`src/rtl/tcso_pkg.sv`:
```
/*
 * Shared constants and carrier types of the transmit checksum and
 * segmentation header update block: register offsets, header field
 * positions, reset values, state codes and the stream and patch structs.
 * Assumes byte-wide streams in wire order, first byte of a word most
 * significant.
 */
package tcso_pkg;

  // Header prototype buffer size in bytes
  localparam int unsigned HDR_BYTES = 240;

  // Register offsets
  localparam logic [7:0] REG_CTL = 8'h00;
  localparam logic [7:0] REG_IPSUM = 8'h04;
  localparam logic [7:0] REG_L4SUM = 8'h08;
  localparam logic [7:0] REG_SEG = 8'h0C;
  localparam logic [7:0] REG_TOTAL_PAYLOAD_LENGTH = 8'h10;
  localparam logic [7:0] REG_STATUS = 8'h14;

  // Field positions relative to the start of their own header
  localparam logic [7:0] IP4_TLEN_OFF = 8'h02;
  localparam logic [7:0] IP4_ID_OFF = 8'h04;
  localparam logic [7:0] IP6_PLEN_OFF = 8'h04;
  localparam logic [7:0] TCP_SEQ_OFF = 8'h04;
  localparam logic [7:0] TCP_FLAG_OFF = 8'h0D;
  localparam logic [7:0] UDP_LEN_OFF = 8'h04;
  localparam logic [7:0] FIN_PSH_MASK = 8'h09;

  // Reset values
  localparam logic [15:0] SUM_RST = 16'h0000;

  // Controller states, one-hot
  typedef enum logic [5:0] {
    ST_IDLE = 6'h01,
    ST_LOAD = 6'h02,
    ST_HDR = 6'h04,
    ST_PAY = 6'h08,
    ST_PASS = 6'h10,
    ST_PATCH = 6'h20
  } tcso_state_e;

  // Context control bits, bit 4 first
  typedef struct packed {
    logic tcp;
    logic ipv4;
    logic ip_ins;
    logic l4_sum_insert_flag;
    logic segmentation_enable;
  } tcso_flags_s;

  // One calculator's offsets
  typedef struct packed {
    logic [15:0] sum_end_offset;
    logic [7:0] insert;
    logic [7:0] sum_start_offset;
  } tcso_sumctx_s;

  // One stream byte
  typedef struct packed {
    logic [7:0] data;
    logic last;
  } tcso_byte_s;

  // Checksum write-back into a held frame
  typedef struct packed {
    logic valid;
    logic [7:0] offset;
    logic [15:0] value;
  } tcso_patch_s;

  // Whole state of the top module
  typedef struct packed {
    tcso_state_e st;
    tcso_flags_s flg;
    tcso_sumctx_s ipc;
    tcso_sumctx_s l4c;
    logic [7:0] header_length;
    logic [15:0] mss;
    logic [19:0] total_payload_length;
    logic [31:0] rdata;
    logic [7:0] hptr;
    logic [15:0] pos;
    logic [15:0] pcnt;
    logic [19:0] sent;
    logic [15:0] frames;
    logic [15:0] id;
    logic [31:0] seq;
    logic held;
    logic ov;
    tcso_byte_s ob;
    tcso_patch_s ipp;
    tcso_patch_s l4p;
  } tcso_regs_s;

  localparam tcso_regs_s REGS_RST = '{st: ST_IDLE, default: '0};

endpackage

```
`src/rtl/tcso_csum.sv`:
```
/*
 * One's complement summing engine for one checksum field.
 * Assumes bytes arrive in wire order with their position in the frame,
 * and that clear never comes in a cycle that carries a byte.
 */
`timescale 1ns/1ns

module tcso_csum (
  // Clock and reset
  input wire logic ref_clk,
  input wire logic reset,
  // Frame control
  input wire logic clear,
  input wire logic [15:0] init,
  input wire tcso_pkg::tcso_sumctx_s ctx,
  // Byte stream
  input wire logic byte_en,
  input wire logic [15:0] pos,
  input wire logic [7:0] data,
  // Running sum
  output logic [15:0] sum_q
);
  import tcso_pkg::*;

  logic [15:0] sum_d;
  logic [15:0] rel;
  logic in_range;
  logic [16:0] raw;

  ////////////////////////////////////////////////////////////////////////////
  // Pair bytes into words from the start offset and fold the carry back
  always_comb begin
    rel = pos - {8'h00, ctx.sum_start_offset};
    in_range = (pos >= {8'h00, ctx.sum_start_offset}) &&
               ((ctx.sum_end_offset == 16'h0000) || (pos <= ctx.sum_end_offset));
    raw = {1'b0, sum_q} + (rel[0] ? {9'h0, data} : {1'b0, data, 8'h00});
    sum_d = sum_q;
    if (clear) begin
      sum_d = init;
    end else if (byte_en && in_range) begin
      sum_d = raw[15:0] + {15'h0, raw[16]};
    end
  end

  // Sum register
  always_ff @(posedge ref_clk) begin
    if (reset) begin
      sum_q <= SUM_RST;
    end else begin
      sum_q <= sum_d;
    end
  end

endmodule

```
`src/rtl/tcso_hdr_mem.sv`:
```
/*
 * Header prototype buffer: one write port, one read port with registered
 * read data. Assumes the reader presents next cycle's address.
 */
`timescale 1ns/1ns

module tcso_hdr_mem #(
  parameter int unsigned DEPTH = tcso_pkg::HDR_BYTES
) (
  // Clock
  input wire logic ref_clk,
  // Write port
  input wire logic wr_en,
  input wire logic [7:0] wr_addr,
  input wire logic [7:0] wr_data,
  // Read port
  input wire logic [7:0] rd_addr,
  output logic [7:0] rd_data_q
);
  import tcso_pkg::*;

  logic [7:0] mem_q [DEPTH];

  // Depth must fit the byte index
  if (DEPTH < 1 || DEPTH > 256) begin : g_depth_chk
    $error("tcso_hdr_mem depth out of range");
  end

  // Writes beyond the depth are dropped, reads beyond it give zero
  always_ff @(posedge ref_clk) begin
    if (wr_en && (32'(wr_addr) < DEPTH)) begin
      mem_q[wr_addr] <= wr_data;
    end
    rd_data_q <= (32'(rd_addr) < DEPTH) ? mem_q[rd_addr] : 8'h00;
  end

endmodule

```
`src/rtl/tcso_top.sv`:
```
/*
 * Transmit checksum offload with segmentation header update.
 * Takes a send as a byte stream (header prototype then payload), emits
 * frames toward the MAC and writes each frame's checksums back as patches
 * into the frame held downstream. Assumes a single clock, a host that keeps
 * the context stable while a send is busy, and a MAC side that holds each
 * frame until its patches have arrived.
 */
`timescale 1ns/1ns

// How it works
// - Per frame at most one IP header checksum and one TCP or UDP checksum.
// - Sums run on the fly per frame, results written into that frame.
// - Layer-4 sum covers every payload byte plus the pseudo header.
// - Field gets complement of one's complement sum, start to end, field included.
// - Segmented frames carry optional IPv4 sum and TCP or UDP sum; never IPv6.
// - Prototype header stored once per send in the 240 byte buffer, reused.
// - Header fields rewritten as the stored prototype is replayed, before the frame's payload is fetched.
// - IPv4 total or IPv6 payload length is MSS plus header minus IP start.
// - First frame sequence number is that of its first payload byte.
// - FIN and PSH cleared in first and intermediate frames.
// - IPv4 identification increments per later frame, wrapping.
// - Later sequence number is previous plus previous payload size.
// - Last frame carries the remainder; its lengths use that remainder.
// - FIN and PSH set in the last frame when set in the prototype.
// - UDP length is MSS plus header minus layer-4 start.
// - Without segmentation only checksum fields change.
// - Context loaded with segmentation off applies until replaced.
// - Two identical, independent calculators with their own offsets.
// - Start offset counts from first byte; zero includes it, at most 255.
// - Insert offset within 256 bytes; past the frame end nothing is written.
// - Sixteen-bit end offset; zero means sum to end of frame.
// - Layer-4 sum written only when the insert flag is set.
// - Host preloads partial pseudo sum; device adds per-frame layer-4 length in segmented sends only.

module tcso_top #(
  parameter int unsigned HDR_DEPTH = tcso_pkg::HDR_BYTES
) (
  // Clock and reset
  input wire logic ref_clk,
  input wire logic reset,
  // Register port
  input wire logic [7:0] reg_addr,
  input wire logic [31:0] reg_wdata,
  input wire logic reg_wr,
  input wire logic reg_rd,
  output logic [31:0] reg_rdata,
  // Send stream from the host side
  input wire logic in_valid,
  input wire tcso_pkg::tcso_byte_s in_byte,
  output logic in_ready,
  // Frame stream toward the MAC
  output logic out_valid,
  output tcso_pkg::tcso_byte_s out_byte,
  input wire logic out_ready,
  // Checksum write-back into the held frame
  output tcso_pkg::tcso_patch_s ip_patch,
  output tcso_pkg::tcso_patch_s l4_patch
);
  import tcso_pkg::*;

  tcso_regs_s st_q;
  tcso_regs_s st_d;
  logic [19:0] rem;
  logic last_fr;
  logic [15:0] pay;
  logic [15:0] ip_len;
  logic [15:0] l4_len;
  logic [15:0] l4_init;
  logic can_out;
  logic take;
  logic busy;
  logic csum_clr;
  logic mem_we;
  logic [7:0] src;
  logic [7:0] mem_rdata;
  logic [15:0] ip_sum;
  logic [15:0] l4_sum;

  // Buffer must hold a header and fit the byte index
  if (HDR_DEPTH < 1 || HDR_DEPTH > 256) begin : g_depth_chk
    $error("tcso_top header depth out of range");
  end

  ////////////////////////////////////////////////////////////////////////////
  // Field decode helpers

  // Byte i is byte k of a header starting at base
  function automatic logic hit(input logic [7:0] i, input logic [7:0] base, input logic [7:0] k);
    return i == 8'(base + k);
  endfunction

  // A two-byte field at ins lies inside a frame of len bytes
  function automatic logic fits(input logic [7:0] ins, input logic [15:0] len);
    return ({8'h00, ins} + 16'h0002) <= len;
  endfunction

  // Rewrite one prototype byte for the current frame
  function automatic logic [7:0] hdr_byte(input logic [7:0] i, input logic [7:0] b);
    logic [7:0] r;
    r = b;
    if (st_q.flg.ipv4) begin
      if (hit(i, st_q.ipc.sum_start_offset, IP4_TLEN_OFF)) r = ip_len[15:8];
      if (hit(i, st_q.ipc.sum_start_offset, IP4_TLEN_OFF + 8'h01)) r = ip_len[7:0];
      if (hit(i, st_q.ipc.sum_start_offset, IP4_ID_OFF)) r = st_q.id[15:8];
      if (hit(i, st_q.ipc.sum_start_offset, IP4_ID_OFF + 8'h01)) r = st_q.id[7:0];
    end else begin
      if (hit(i, st_q.ipc.sum_start_offset, IP6_PLEN_OFF)) r = ip_len[15:8];
      if (hit(i, st_q.ipc.sum_start_offset, IP6_PLEN_OFF + 8'h01)) r = ip_len[7:0];
    end
    if (st_q.flg.tcp) begin
      for (int k = 0; k < 4; k++) begin
        if (hit(i, st_q.l4c.sum_start_offset, TCP_SEQ_OFF + 8'(k))) r = st_q.seq[31 - 8 * k -: 8];
      end
      // Flags keep FIN and PSH only in the last frame
      if (hit(i, st_q.l4c.sum_start_offset, TCP_FLAG_OFF) && !last_fr) r = b & ~FIN_PSH_MASK;
    end else begin
      if (hit(i, st_q.l4c.sum_start_offset, UDP_LEN_OFF)) r = l4_len[15:8];
      if (hit(i, st_q.l4c.sum_start_offset, UDP_LEN_OFF + 8'h01)) r = l4_len[7:0];
    end
    return r;
  endfunction

  ////////////////////////////////////////////////////////////////////////////
  // Per-frame sizes, from the bytes already sent

  always_comb begin
    rem = st_q.total_payload_length - st_q.sent;
    last_fr = rem <= {4'h0, st_q.mss};
    pay = last_fr ? rem[15:0] : st_q.mss;
    ip_len = pay + {8'h00, st_q.header_length} - {8'h00, st_q.ipc.sum_start_offset};
    l4_len = pay + {8'h00, st_q.header_length} - {8'h00, st_q.l4c.sum_start_offset};
    l4_init = st_q.flg.segmentation_enable ? l4_len : 16'h0000;
    can_out = !st_q.ov || out_ready;
    busy = st_q.st != ST_IDLE;
  end

  ////////////////////////////////////////////////////////////////////////////
  // Next state: register port, sequencer and output register

  always_comb begin
    st_d = st_q;
    st_d.ipp.valid = 1'b0;
    st_d.l4p.valid = 1'b0;
    st_d.rdata = 32'h0000_0000;
    in_ready = 1'b0;
    take = 1'b0;
    src = in_byte.data;
    mem_we = 1'b0;
    csum_clr = 1'b0;
    if (out_ready) begin
      st_d.ov = 1'b0;
    end

    // Register writes; the context stays until software rewrites it
    if (reg_wr) begin
      unique case (reg_addr)
        REG_CTL: st_d.flg = reg_wdata[4:0];
        REG_IPSUM: st_d.ipc = reg_wdata;
        REG_L4SUM: st_d.l4c = reg_wdata;
        REG_SEG: begin
          st_d.header_length = reg_wdata[7:0];
          st_d.mss = reg_wdata[31:16];
        end
        REG_TOTAL_PAYLOAD_LENGTH: st_d.total_payload_length = reg_wdata[19:0];
        default: ;
      endcase
    end

    // Register reads, data valid for one cycle
    if (reg_rd) begin
      unique case (reg_addr)
        REG_CTL: st_d.rdata = {{27{1'b0}}, st_q.flg};
        REG_IPSUM: st_d.rdata = st_q.ipc;
        REG_L4SUM: st_d.rdata = st_q.l4c;
        REG_SEG: st_d.rdata = {st_q.mss, 8'h00, st_q.header_length};
        REG_TOTAL_PAYLOAD_LENGTH: st_d.rdata = {12'h000, st_q.total_payload_length};
        REG_STATUS: st_d.rdata = {{14{1'b0}}, st_q.held, busy, st_q.frames};
        default: st_d.rdata = 32'h0000_0000;
      endcase
    end

    unique case (st_q.st)
      // Wait for a send; the mode comes from the standing context
      ST_IDLE: begin
        csum_clr = 1'b1;
        st_d.pos = 16'h0000;
        st_d.hptr = 8'h00;
        st_d.pcnt = 16'h0000;
        st_d.sent = 20'h00000;
        if (in_valid) begin
          st_d.st = st_q.flg.segmentation_enable ? ST_LOAD : ST_PASS;
        end
      end

      // Store the prototype once and catch identification and sequence
      ST_LOAD: begin
        csum_clr = 1'b1;
        in_ready = 1'b1;
        if (in_valid) begin
          mem_we = 1'b1;
          if (st_q.flg.ipv4 && hit(st_q.hptr, st_q.ipc.sum_start_offset, IP4_ID_OFF)) begin
            st_d.id[15:8] = in_byte.data;
          end
          if (st_q.flg.ipv4 && hit(st_q.hptr, st_q.ipc.sum_start_offset, IP4_ID_OFF + 8'h01)) begin
            st_d.id[7:0] = in_byte.data;
          end
          for (int k = 0; k < 4; k++) begin
            if (st_q.flg.tcp && hit(st_q.hptr, st_q.l4c.sum_start_offset, TCP_SEQ_OFF + 8'(k))) begin
              st_d.seq[31 - 8 * k -: 8] = in_byte.data;
            end
          end
          st_d.hptr = st_q.hptr + 8'h01;
          if (st_q.hptr == st_q.header_length - 8'h01) begin
            st_d.hptr = 8'h00;
            st_d.held = 1'b1;
            st_d.st = ST_HDR;
          end
        end
      end

      // Replay the stored prototype with this frame's fields
      ST_HDR: begin
        src = hdr_byte(st_q.hptr, mem_rdata);
        if (can_out) begin
          take = 1'b1;
          st_d.ob = {src, 1'b0};
          st_d.hptr = st_q.hptr + 8'h01;
          if (st_q.hptr == st_q.header_length - 8'h01) begin
            st_d.pcnt = 16'h0000;
            st_d.st = ST_PAY;
          end
        end
      end

      // Payload of one frame, MSS bytes or the remainder
      ST_PAY: begin
        in_ready = can_out;
        if (in_valid && can_out) begin
          take = 1'b1;
          st_d.ob = {in_byte.data, st_q.pcnt == pay - 16'h0001};
          st_d.pcnt = st_q.pcnt + 16'h0001;
          if (st_q.pcnt == pay - 16'h0001) begin
            st_d.sent = st_q.sent + {4'h0, pay};
            st_d.seq = st_q.seq + {16'h0000, pay};
            st_d.id = st_q.id + 16'h0001;
            st_d.frames = st_q.frames + 16'h0001;
            st_d.st = ST_PATCH;
          end
        end
      end

      // Unsegmented frame, bytes pass unchanged
      ST_PASS: begin
        in_ready = can_out;
        if (in_valid && can_out) begin
          take = 1'b1;
          st_d.ob = in_byte;
          if (in_byte.last) begin
            st_d.frames = st_q.frames + 16'h0001;
            st_d.st = ST_PATCH;
          end
        end
      end

      // Once the last byte has left, write back each enabled sum whose field fits the frame
      ST_PATCH: begin
        if (!st_q.ov) begin
          csum_clr = 1'b1;
          st_d.ipp.valid = st_q.flg.ipv4 && st_q.flg.ip_ins && fits(st_q.ipc.insert, st_q.pos);
          st_d.ipp.offset = st_q.ipc.insert;
          st_d.ipp.value = ~ip_sum;
          st_d.l4p.valid = st_q.flg.l4_sum_insert_flag && fits(st_q.l4c.insert, st_q.pos);
          st_d.l4p.offset = st_q.l4c.insert;
          st_d.l4p.value = ~l4_sum;
          st_d.pos = 16'h0000;
          st_d.hptr = 8'h00;
          st_d.pcnt = 16'h0000;
          if (st_q.flg.segmentation_enable && (st_q.sent < st_q.total_payload_length)) begin
            st_d.st = ST_HDR;
          end else begin
            st_d.st = ST_IDLE;
          end
        end
      end
    endcase

    // Accepted byte fills the output register and advances the frame
    if (take) begin
      st_d.ov = 1'b1;
      st_d.pos = st_q.pos + 16'h0001;
    end
  end

  // State register
  always_ff @(posedge ref_clk) begin
    if (reset) begin
      st_q <= REGS_RST;
    end else begin
      st_q <= st_d;
    end
  end

  // Outputs straight from the state
  assign reg_rdata = st_q.rdata;
  assign out_valid = st_q.ov;
  assign out_byte = st_q.ob;
  assign ip_patch = st_q.ipp;
  assign l4_patch = st_q.l4p;

  ////////////////////////////////////////////////////////////////////////////
  // Prototype buffer and the two calculators

  // Read address is next cycle's index so data meets the header state
  tcso_hdr_mem #(
    .DEPTH(HDR_DEPTH)
  ) u_hdr_mem (
    .ref_clk(ref_clk),
    .wr_en(mem_we),
    .wr_addr(st_q.hptr),
    .wr_data(in_byte.data),
    .rd_addr(st_d.hptr),
    .rd_data_q(mem_rdata)
  );

  // IP header sum
  tcso_csum u_ip_sum (
    .ref_clk(ref_clk),
    .reset(reset),
    .clear(csum_clr),
    .init(16'h0000),
    .ctx(st_q.ipc),
    .byte_en(take),
    .pos(st_q.pos),
    .data(src),
    .sum_q(ip_sum)
  );

  // Layer-4 sum, seeded with the frame's length word when segmenting, else zero
  tcso_csum u_l4_sum (
    .ref_clk(ref_clk),
    .reset(reset),
    .clear(csum_clr),
    .init(l4_init),
    .ctx(st_q.l4c),
    .byte_en(take),
    .pos(st_q.pos),
    .data(src),
    .sum_q(l4_sum)
  );

  ////////////////////////////////////////////////////////////////////////////
  // Checks

  property p_one_ip_sum;
    @(posedge ref_clk) disable iff (reset)
    ip_patch.valid |=> !ip_patch.valid [*2];
  endproperty
  a_one_ip_sum: assert property (p_one_ip_sum) else $error("IP sum written twice for one frame");

  property p_ip_value;
    @(posedge ref_clk) disable iff (reset)
    ip_patch.valid |-> ip_patch.value == ~$past(ip_sum);
  endproperty
  a_ip_value: assert property (p_ip_value) else $error("IP sum not the complement of the sum");

  property p_ip_v4_only;
    @(posedge ref_clk) disable iff (reset)
    ip_patch.valid |-> st_q.flg.ipv4 && st_q.flg.ip_ins;
  endproperty
  a_ip_v4_only: assert property (p_ip_v4_only) else $error("IP sum written for a non IPv4 header");

  property p_load_ready;
    @(posedge ref_clk) disable iff (reset)
    (st_q.st == ST_LOAD) |-> in_ready;
  endproperty
  a_load_ready: assert property (p_load_ready) else $error("prototype load stalled");

  property p_len_hi;
    @(posedge ref_clk) disable iff (reset)
    (st_q.st == ST_HDR && can_out && st_q.flg.ipv4 && hit(st_q.hptr, st_q.ipc.sum_start_offset, IP4_TLEN_OFF))
      |=> out_byte.data == 8'($past(ip_len) >> 8);
  endproperty
  a_len_hi: assert property (p_len_hi) else $error("IP total length high byte wrong");

  property p_fin_clear;
    @(posedge ref_clk) disable iff (reset)
    (st_q.st == ST_HDR && can_out && st_q.flg.tcp && !last_fr &&
     hit(st_q.hptr, st_q.l4c.sum_start_offset, TCP_FLAG_OFF)) |=> (out_byte.data & FIN_PSH_MASK) == 8'h00;
  endproperty
  a_fin_clear: assert property (p_fin_clear) else $error("FIN or PSH left set before last frame");

  property p_seq_id_step;
    @(posedge ref_clk) disable iff (reset)
    (st_q.st == ST_PAY && st_d.st == ST_PATCH) |=>
      (st_q.id == $past(st_q.id) + 16'h0001) && (st_q.seq == $past(st_q.seq) + {16'h0000, $past(pay)});
  endproperty
  a_seq_id_step: assert property (p_seq_id_step) else $error("identification or sequence step wrong");

  property p_pass_copy;
    @(posedge ref_clk) disable iff (reset)
    (st_q.st == ST_PASS && in_valid && in_ready) |=> out_valid && (out_byte == $past(in_byte));
  endproperty
  a_pass_copy: assert property (p_pass_copy) else $error("unsegmented byte altered");

  property p_l4_gate;
    @(posedge ref_clk) disable iff (reset)
    l4_patch.valid |-> st_q.flg.l4_sum_insert_flag;
  endproperty
  a_l4_gate: assert property (p_l4_gate) else $error("layer-4 sum written without insert flag");

  property p_ins_limit;
    @(posedge ref_clk) disable iff (reset)
    ip_patch.valid |-> ({8'h00, ip_patch.offset} + 16'h0002) <= $past(st_q.pos);
  endproperty
  a_ins_limit: assert property (p_ins_limit) else $error("IP sum written past frame end");

endmodule

```
`config.mk`:
```
export PLATFORM = sky130hd
export DESIGN_NAME = tcso_top
export DESIGN_NICKNAME = d
export VERILOG_FILES = /design/src/rtl/tcso_pkg.sv /design/src/rtl/tcso_csum.sv /design/src/rtl/tcso_hdr_mem.sv /design/src/rtl/tcso_top.sv
export SDC_FILE = /design/constraint.sdc
export NUM_CORES = 2
export LEC_CHECK = 0
export ABC_CLOCK_PERIOD_IN_PS = 13740
export BUFFER_PORTS_ARGS = -buffer_cell sky130_fd_sc_hd__buf_2
export CAP_MARGIN = 0
export CORE_UTILIZATION = 55
export DETAILED_ROUTE_END_ITERATION = 8
export PLACE_DENSITY = 0.83
export SYNTH_ARGS = -nofsm -noshare
export SYNTH_HDL_FRONTEND = slang
export SYNTH_SLANG_ARGS = --single-unit
```
`constraint.sdc`:
```
create_clock -name ref_clk -period 13.74 [get_ports ref_clk]
set_input_delay 1.374 -clock ref_clk [delete_from_list [all_inputs] [get_ports ref_clk]]
set_output_delay 1.374 -clock ref_clk [all_outputs]
set_load 0.02 [all_outputs]
```
After elaboration in Yosys (flattened, before gate mapping)
Memories as Yosys holds them, arrays and structs flattened. A register that Yosys moved wholly into a read port is not among the register bits.
Cells that the tools add are included.
{"block": "totals", "ff_bits": 368, "ram_bits": 1920, "in_bits": 55, "out_inout_bits": 93, "memories": 1}
{"memory": "u_hdr_mem.mem_q", "depth": 240, "word_bits": 8, "rd": 1, "rd_ports_with_merged_regs": 1, "write_ports": 1, "line_no": "tcso_hdr_mem.sv:22", "rtl": "logic [7:0] mem_q [DEPTH];"}
{"block": "op_classes", "addsub": 30, "n_lt_le_gt_ge": 10, "eq_ne": 40, "muxes": 77, "n_bitwise": 5, "reduce_logical": 58}
{"operator": "$mux 8", "n": 25}
{"operator": "$pmux 32 s6", "n": 1}
{"operator": "$mux 16", "n": 11}
{"operator": "$mux 100", "n": 1}
{"operator": "$pmux 48 s2", "n": 1}
{"operator": "$mux 84", "n": 1}
{"operator": "$eq 8x8->1", "n": 10}
{"operator": "$add 16x1->16 const B", "n": 4}
{"operator": "$pmux 16 s2", "n": 2}
{"operator": "$pmux 16 s4", "n": 1}
{"operator": "$mux 6", "n": 10}
{"operator": "$mux 49", "n": 1}
{"operator": "$add 8x3->8 const B", "n": 6}
{"operator": "$mux 40", "n": 1}
{"operator": "$pmux 20 s2", "n": 1}
{"operator": "$reduce_and 5->1", "n": 8}
{"operator": "$pmux 6 s6", "n": 1}
{"operator": "$add 16x17->17", "n": 2}
{"operator": "$add 16x1->16", "n": 2}
{"operator": "$add 32x16->32", "n": 1}
{"operator": "$ge 16x8->1", "n": 2}
{"operator": "$le 16x16->1", "n": 2}
{"operator": "$le 9x16->1", "n": 2}
{"operator": "$logic_not 16->1", "n": 2}
{"operator": "49 further kinds", "n": 122}

Logic depth before layout (Yosys ltp)
{"block": "logic_depth", "depth_word": 22, "ltp_mapped": 66}

Modules after synthesis
From an unflattened synthesis, not the netlist that was laid out.
{"block": "hier_totals", "hier_cells": 7439, "hier_area_um2": 104477.7}
{"module": "tcso_hdr_mem", "n_inst": 1, "cells_each": 3546, "area_per_inst_um2": 75065.7}
{"module": "tcso_top", "n_inst": 1, "cells_each": 3153, "area_per_inst_um2": 23889.2}
{"module": "tcso_csum", "n_inst": 2, "cells_each": 370, "area_per_inst_um2": 2761.4}

Worst setup path before layout
OpenSTA, ideal clock, no wires.
{"block": "synth_timing", "path_type": "register to register", "from": "register st_q[217] (netlist bit)", "to": "register u_ip_sum.sum_q[15]", "setup_time_ns": 0.086, "arrival_time_ns": 11.751, "required_time_ns": 13.654, "path_slack_ns": 1.903, "stages_incl_launch_ff": 66, "period_less_slack_ns": 11.837, "cell_sequence": "dfxtp_1 inv_1 ha_1 fa_1 nand2b_1 a211oi_2 o2111ai_1 a21oi_1 o21ai_0 nand2_1 clkinv_1 ha_1 a21o_1 a21o_1 a21oi_1 nand2_1 o31ai_1 o211a_1 (+30 left out) o21bai_1 a2111o_1 a31o_2 a21oi_1 nor2b_1 o21ai_0 nand2b_1 ha_1 and3_1 nand3_1 nor3b_1 nand3_1 nor3_1 nand3_1 nor3_1 xor2_1 xnor2_1 a211oi_1"}
{"block": "synth_via", "elab_chain_cells": 20}
{"element": "start: declaration", "line_no": "tcso_top.sv:62", "rtl": "tcso_regs_s st_q;"}
{"element": "start signal: assignment", "line_no": "tcso_top.sv:300", "rtl": "st_q <= st_d;"}
{"element": "$sub 20x20->20 (*)", "line_no": "tcso_top.sv:128", "rtl": "rem = st_q.total_payload_length - st_q.sent;"}
{"element": "$le 20x16->1", "line_no": "tcso_top.sv:129", "rtl": "last_fr = rem <= {4'h0, st_q.mss};"}
{"element": "$mux 16", "line_no": "tcso_top.sv:130", "rtl": "pay = last_fr ? rem[15:0] : st_q.mss;"}
{"element": "$add 16x8->16", "line_no": "tcso_top.sv:131, tcso_top.sv:132"}
{"element": "$sub 16x8->16", "line_no": "tcso_top.sv:131", "rtl": "ip_len = pay + {8'h00, st_q.header_length} - {8'h00, st_q.ipc.sum_start_offset};"}
{"element": "$mux 8", "line_no": "tcso_top.sv:103", "rtl": "if (hit(i, st_q.ipc.sum_start_offset, IP4_TLEN_OFF)) r = ip_len[15:8];"}
{"element": "$mux 8", "line_no": "tcso_top.sv:104", "rtl": "if (hit(i, st_q.ipc.sum_start_offset, IP4_TLEN_OFF + 8'h01)) r = ip_len[7:0];"}
{"element": "$mux 8", "line_no": "tcso_top.sv:105", "rtl": "if (hit(i, st_q.ipc.sum_start_offset, IP4_ID_OFF)) r = st_q.id[15:8];"}
{"element": "$mux 8", "line_no": "tcso_top.sv:106", "rtl": "if (hit(i, st_q.ipc.sum_start_offset, IP4_ID_OFF + 8'h01)) r = st_q.id[7:0];"}
{"element": "$mux 8", "line_no": "tcso_top.sv:102", "rtl": "if (st_q.flg.ipv4) begin"}
{"element": "$mux 8 (4 in series)", "line_no": "tcso_top.sv:113", "rtl": "if (hit(i, st_q.l4c.sum_start_offset, TCP_SEQ_OFF + 8'(k))) r = st_q.seq[31 - 8 * k -: 8];"}
{"element": "$mux 8", "line_no": "tcso_top.sv:116", "rtl": "if (hit(i, st_q.l4c.sum_start_offset, TCP_FLAG_OFF) && !last_fr) r = b & ~FIN_PSH_MASK;"}
{"element": "$mux 8 (*)", "line_no": "tcso_top.sv:111", "rtl": "if (st_q.flg.tcp) begin"}
{"element": "$mux 8 (*)", "line_no": "tcso_top.sv:183", "rtl": "unique case (st_q.st)"}
{"element": "$mux 16 (*)", "line_no": "tcso_csum.sv:36", "rtl": "raw = {1'b0, sum_q} + (rel[0] ? {9'h0, data} : {1'b0, data, 8'h00});"}
{"element": "$add 16x17->17 (*)", "line_no": "tcso_csum.sv:36"}
{"element": "$add 16x1->16 (*)", "line_no": "tcso_csum.sv:41", "rtl": "sum_d = raw[15:0] + {15'h0, raw[16]};"}
{"element": "end signal: assignment", "line_no": "tcso_csum.sv:50", "rtl": "sum_q <= sum_d;"}
{"element": "end: declaration", "line_no": "tcso_csum.sv:21", "rtl": "output logic [15:0] sum_q"}
Every way passes the cells marked *; elsewhere a longest branch is shown, timed or not.
A chain may end at the register's enable or synchronous reset.

Final worst setup path
Ends and elaborated chain as after synthesis.

==> insert_results.sql <==
INSERT INTO impl_metrics (metric_group, metric, value, unit) VALUES
('global_route', 'use_met1', '42.97', '%'),
('setup_path', 'critPathMaxStageDelay', '0.55', 'ns'),
('setup_path', 'reg2reg_depth', '61', ''),
('placed_design', 'post-dp-hpwl', '215700', 'µm'),
('routing', 'route.final.wire_length', '338800', 'µm'),
('floorplan', 'die-height', '440.0', 'µm'),
('yosys', 'gate_count_after_technology_mapping', '9946', ''),
('final_layout', 'final_standard_cell_utilization_of_the_core', '60.58', '%'),
('flow_run', 'max_cap_violations', '0', ''),
('min_path', 'min_path_type', 'register to register', ''),
('final_layout', 'layout_commonest_cell', 'sky130_fd_sc_hd__nand2_1', ''),
('pwr', 'cellLeakagePower', '40.32', 'nW'),
('final_layout', 'area_growth', '9.283', '%'),
('yosys', 'postSynthNetCount', '10230', ''),
('global_route', 'grt-busiest-layer', 'met2', ''),
('floorplan', 'core.rowCount', '160', ''),
('global_route', 'grt.total_usage', '34.21', '%'),
('routing', 'wl_per_cell', '27.09', 'µm'),
('floorplan', 'die-width', '440.0', 'µm'),
('yosys', 'synthesis.yosys.warnings', '0', ''),
('sta', 'rsz0062_at_grt', 'false', ''),
('global_route', 'grt_pass1_wl', '494300', 'µm'),
('yosys', 'synth_cell_types', '104', ''),
('floorplan', 'die_area', '193600', 'µm²'),
('sta', 'final-setup-viol-count', '0', ''),
('pwr', 'pwr_density_cell', '122.3', 'nW/µm²'),
('floorplan', 'initial_utilization', '55.43', '%'),
('setup_path', 'crit_path_max_fanout', '5', ''),
('routing', 'drc_errors', '0', ''),
('pwr', 'fin_total_pwr', '14.11', 'mW'),
('setup_path', 'rr_startpoint', 'st_q[217]', ''),
('outcome', 'outcome', 'completed', ''),
('sta', 'postLayoutSetupSlackWorst', '0.8164', 'ns'),
('yosys', 'postSynth.topFlopCell', 'sky130_fd_sc_hd__edfxtp_1', ''),
('cts', 'cts.root.buffer_cell', 'sky130_fd_sc_hd__clkbuf_16', ''),
('placed_design', 'place.port_buffers', '147', ''),
('sta', 'worstMarginPinSlew', '1.403', 'ns'),
('cts', 'cts.path.max_buffers', '3', ''),
('global_route', 'grtUsageMet3', '7.490', '%'),
('setup_path', 'worstSetupStartpoint', 'st_q[217]', ''),
('sta', 'final-max-slew-violation-count', '0', ''),
('sta', 'max-slew-margin-rel', '5.734', '%'),
('yosys', 'ys_async_sr_fraction', '0', '%'),
('final_layout', 'post_route_cells_drive_above_1_share', '7.586', '%'),
('final_layout', 'final_nets', '10090', ''),
('sta', 'maxClockFrequency', '0.07738', 'GHz'),
('floorplan', 'core-area', '190400', 'µm²'),
('setup_path', 'crit_path_end', 'u_ip_sum.sum_q[15]', ''),
('setup_path', 'timing.critical_path.arrival', '13.71', 'ns'),
('sta', 'report.final.hold_viol_count', '0', ''),
('setup_path', 'critical_path_class', 'register to register', ''),
('yosys', 'postSynthAreaPerCell', '10.61', 'µm²'),
('routing', 'drt-vias-per-instance', '6.520', ''),
('setup_path', 'critical-path-slowest-cell', 'sky130_fd_sc_hd__fa_1', ''),
('setup_path', 'critPathCaptureType', 'register', ''),
('cts', 'cts_inserted_buffers', '222', ''),
('yosys', 'synth.cell_area', '105500', 'µm²'),
('routing', 'vias', '81520', ''),
('cts', 'worst_skew_pair.late_latency', '0.93', 'ns'),
('sta', 'finalClockSkew', '0.09427', 'ns'),
('cts', 'cts-htree-levels', '4', ''),
('sta', 'layout_worst_path_cycle_share', '94.06', '%'),
('cts', 'cts.reportedPaths.clkPinSlew', '0.06', 'ns'),
('cts', 'cts_tree', 'yes', ''),
('sta', 'whs', '0.4493', 'ns'),
('routing', 'dr.pass1.iters', '7', ''),
('sta', 'period_needed', '12.92', 'ns'),
('setup_path', 'timing.critical_path.mode_cell', 'sky130_fd_sc_hd__a21oi_1', ''),
('setup_path', 'worstPathRequired', '14.53', 'ns'),
('setup_path', 'flop2flop_setup_slack', '0.82', 'ns'),
('floorplan', 'boundaryPins', '148', '');
## critical path: cells and delay by family (launching register included)
| kind | cells | cell delay, ns |
|---|---|---|
| flip-flops | 1 | 0.37 |
| buffers and inverters | 2 | 0.23 |
| AO/OA/AOI/OAI | 27 | 5.67 |
| AND/OR/NAND/NOR | 18 | 2.20 |
| adder cells (fa/ha/maj) | 9 | 3.11 |
| XOR/XNOR | 4 | 0.94 |
| multiplexers | 1 | 0.27 |
## area by class of cell
| type | instances | area, µm² |
|---|---|---|
| Tap cell | 2511 | 3142 |
| Sequential cell | 2296 | 65180 |
| Timing Repair Buffer | 343 | 2437 |
| Antenna cell | 13 | 32.53 |
| Clock inverter | 125 | 1234 |
| Fill cell | 14430 | 75060 |
| Clock buffer | 279 | 5892 |
| Multi-Input combinational cell | 6739 | 36670 |
| Inverter | 197 | 739.5 |
## logic make-up after synthesis
kind of cell	Yosys count	share of synthesized area [%]
xor+xnor	233	1.975
simple gates	4598	19.00
buf+inv	911	3.647
mux	62	0.6225
fa+ha+maj	231	2.796
flops	2296	61.77
compound gates	1615	10.19
## repair_timing
action                     CTS  global route
setup endpoints to repair    0            17
hold buffers                 0             0
resized for setup            0             6
buffers inserted             0             3
## cells in the mapped netlist (all sizes together), types with 17 or more instances
| cell | instances | area (µm²) |
|---|---|---|
| o211ai | 30 | 230.2 |
| dfxtp | 376 | 7527 |
| xor2 | 65 | 576.8 |
| and3 | 244 | 1526 |
| clkbuf | 434 | 1629 |
| nand3 | 781 | 3939 |
| or3 | 23 | 143.9 |
| nand4 | 67 | 419.2 |
| nand2 | 2484 | 9326 |
| edfxtp | 1920 | 57660 |
| a32oi | 17 | 148.9 |
| a22oi | 45 | 337.8 |
| a311oi | 198 | 1734 |
| a2111oi | 21 | 212.7 |
| nor3 | 123 | 636.9 |
| nor2b | 55 | 344.1 |
| a211oi | 84 | 635.6 |
| a21oi | 493 | 2482 |
| a31oi | 168 | 1051 |
| o21bai | 30 | 225.2 |
| o31ai | 31 | 232.7 |
| mux2i | 51 | 510.5 |
| nor4 | 71 | 444.2 |
| buf | 280 | 1480 |
| a21o | 55 | 412.9 |
| nand3b | 18 | 135.1 |
| nand2b | 44 | 275.3 |
| nor2 | 605 | 2273 |
| o21ai | 201 | 1006 |
| o21a | 30 | 225.2 |
| inv | 192 | 720.7 |
| ha | 223 | 2790 |
| xnor2 | 166 | 1461 |
| and2 | 28 | 175.2 |
| o22ai | 51 | 319.1 |
| a221oi | 31 | 277.8 |
## sequential cells by signal, summed over array words and instances, names as in the netlist
signal	count
u_hdr_mem.mem_q	1920
st_q	244
reg_rdata	32
ip_patch	25
l4_patch	25
u_ip_sum.sum_q	16
u_l4_sum.sum_q	16
out_byte	9
u_hdr_mem.rd_data_q	8
out_valid	1
## per-layer routing
layer	part of all wire [%]	wire, µm
met5	0.0083	28
met4	6.9	23540
met3	11	37580
met2	46	156300
met1	36	121300
## report_power, final
part / internal [mW] / switching [mW] / leakage, nW / total [mW]
combinational: 0.149 / 0.375 / 16.6 / 0.525
sequential: 7.55 / 0.0235 / 20.3 / 7.57
clock: 3.30 / 2.71 / 3.46 / 6.01
## how the worst min path moves through the flow
stage	from	endpoint	slack (ns)	cells after the start
after floorplan	out_byte[1]	out_byte[1]	0.43	2
after global placement	ip_patch[17]	ip_patch[17]	0.44	2
after detailed placement	l4_patch[16]	l4_patch[16]	0.44	2
after CTS	l4_patch[16]	l4_patch[16]	0.45	2
after global routing	out_byte[1]	out_byte[1]	0.48	2
final	ip_patch[19]	ip_patch[19]	0.45	2
## through the flow
| step | cell area [µm²] | instances |
|---|---|---|
| after global placement | 108100 | 12080 |
| after floorplan | 105500 | 9946 |
| final | 115300 | 12500 |
| after CTS | 115200 | 12490 |
| after detailed placement | 108100 | 12080 |
| after global routing | 115300 | 12490 |
No activity file was read; power rests on OpenSTA's default activity.
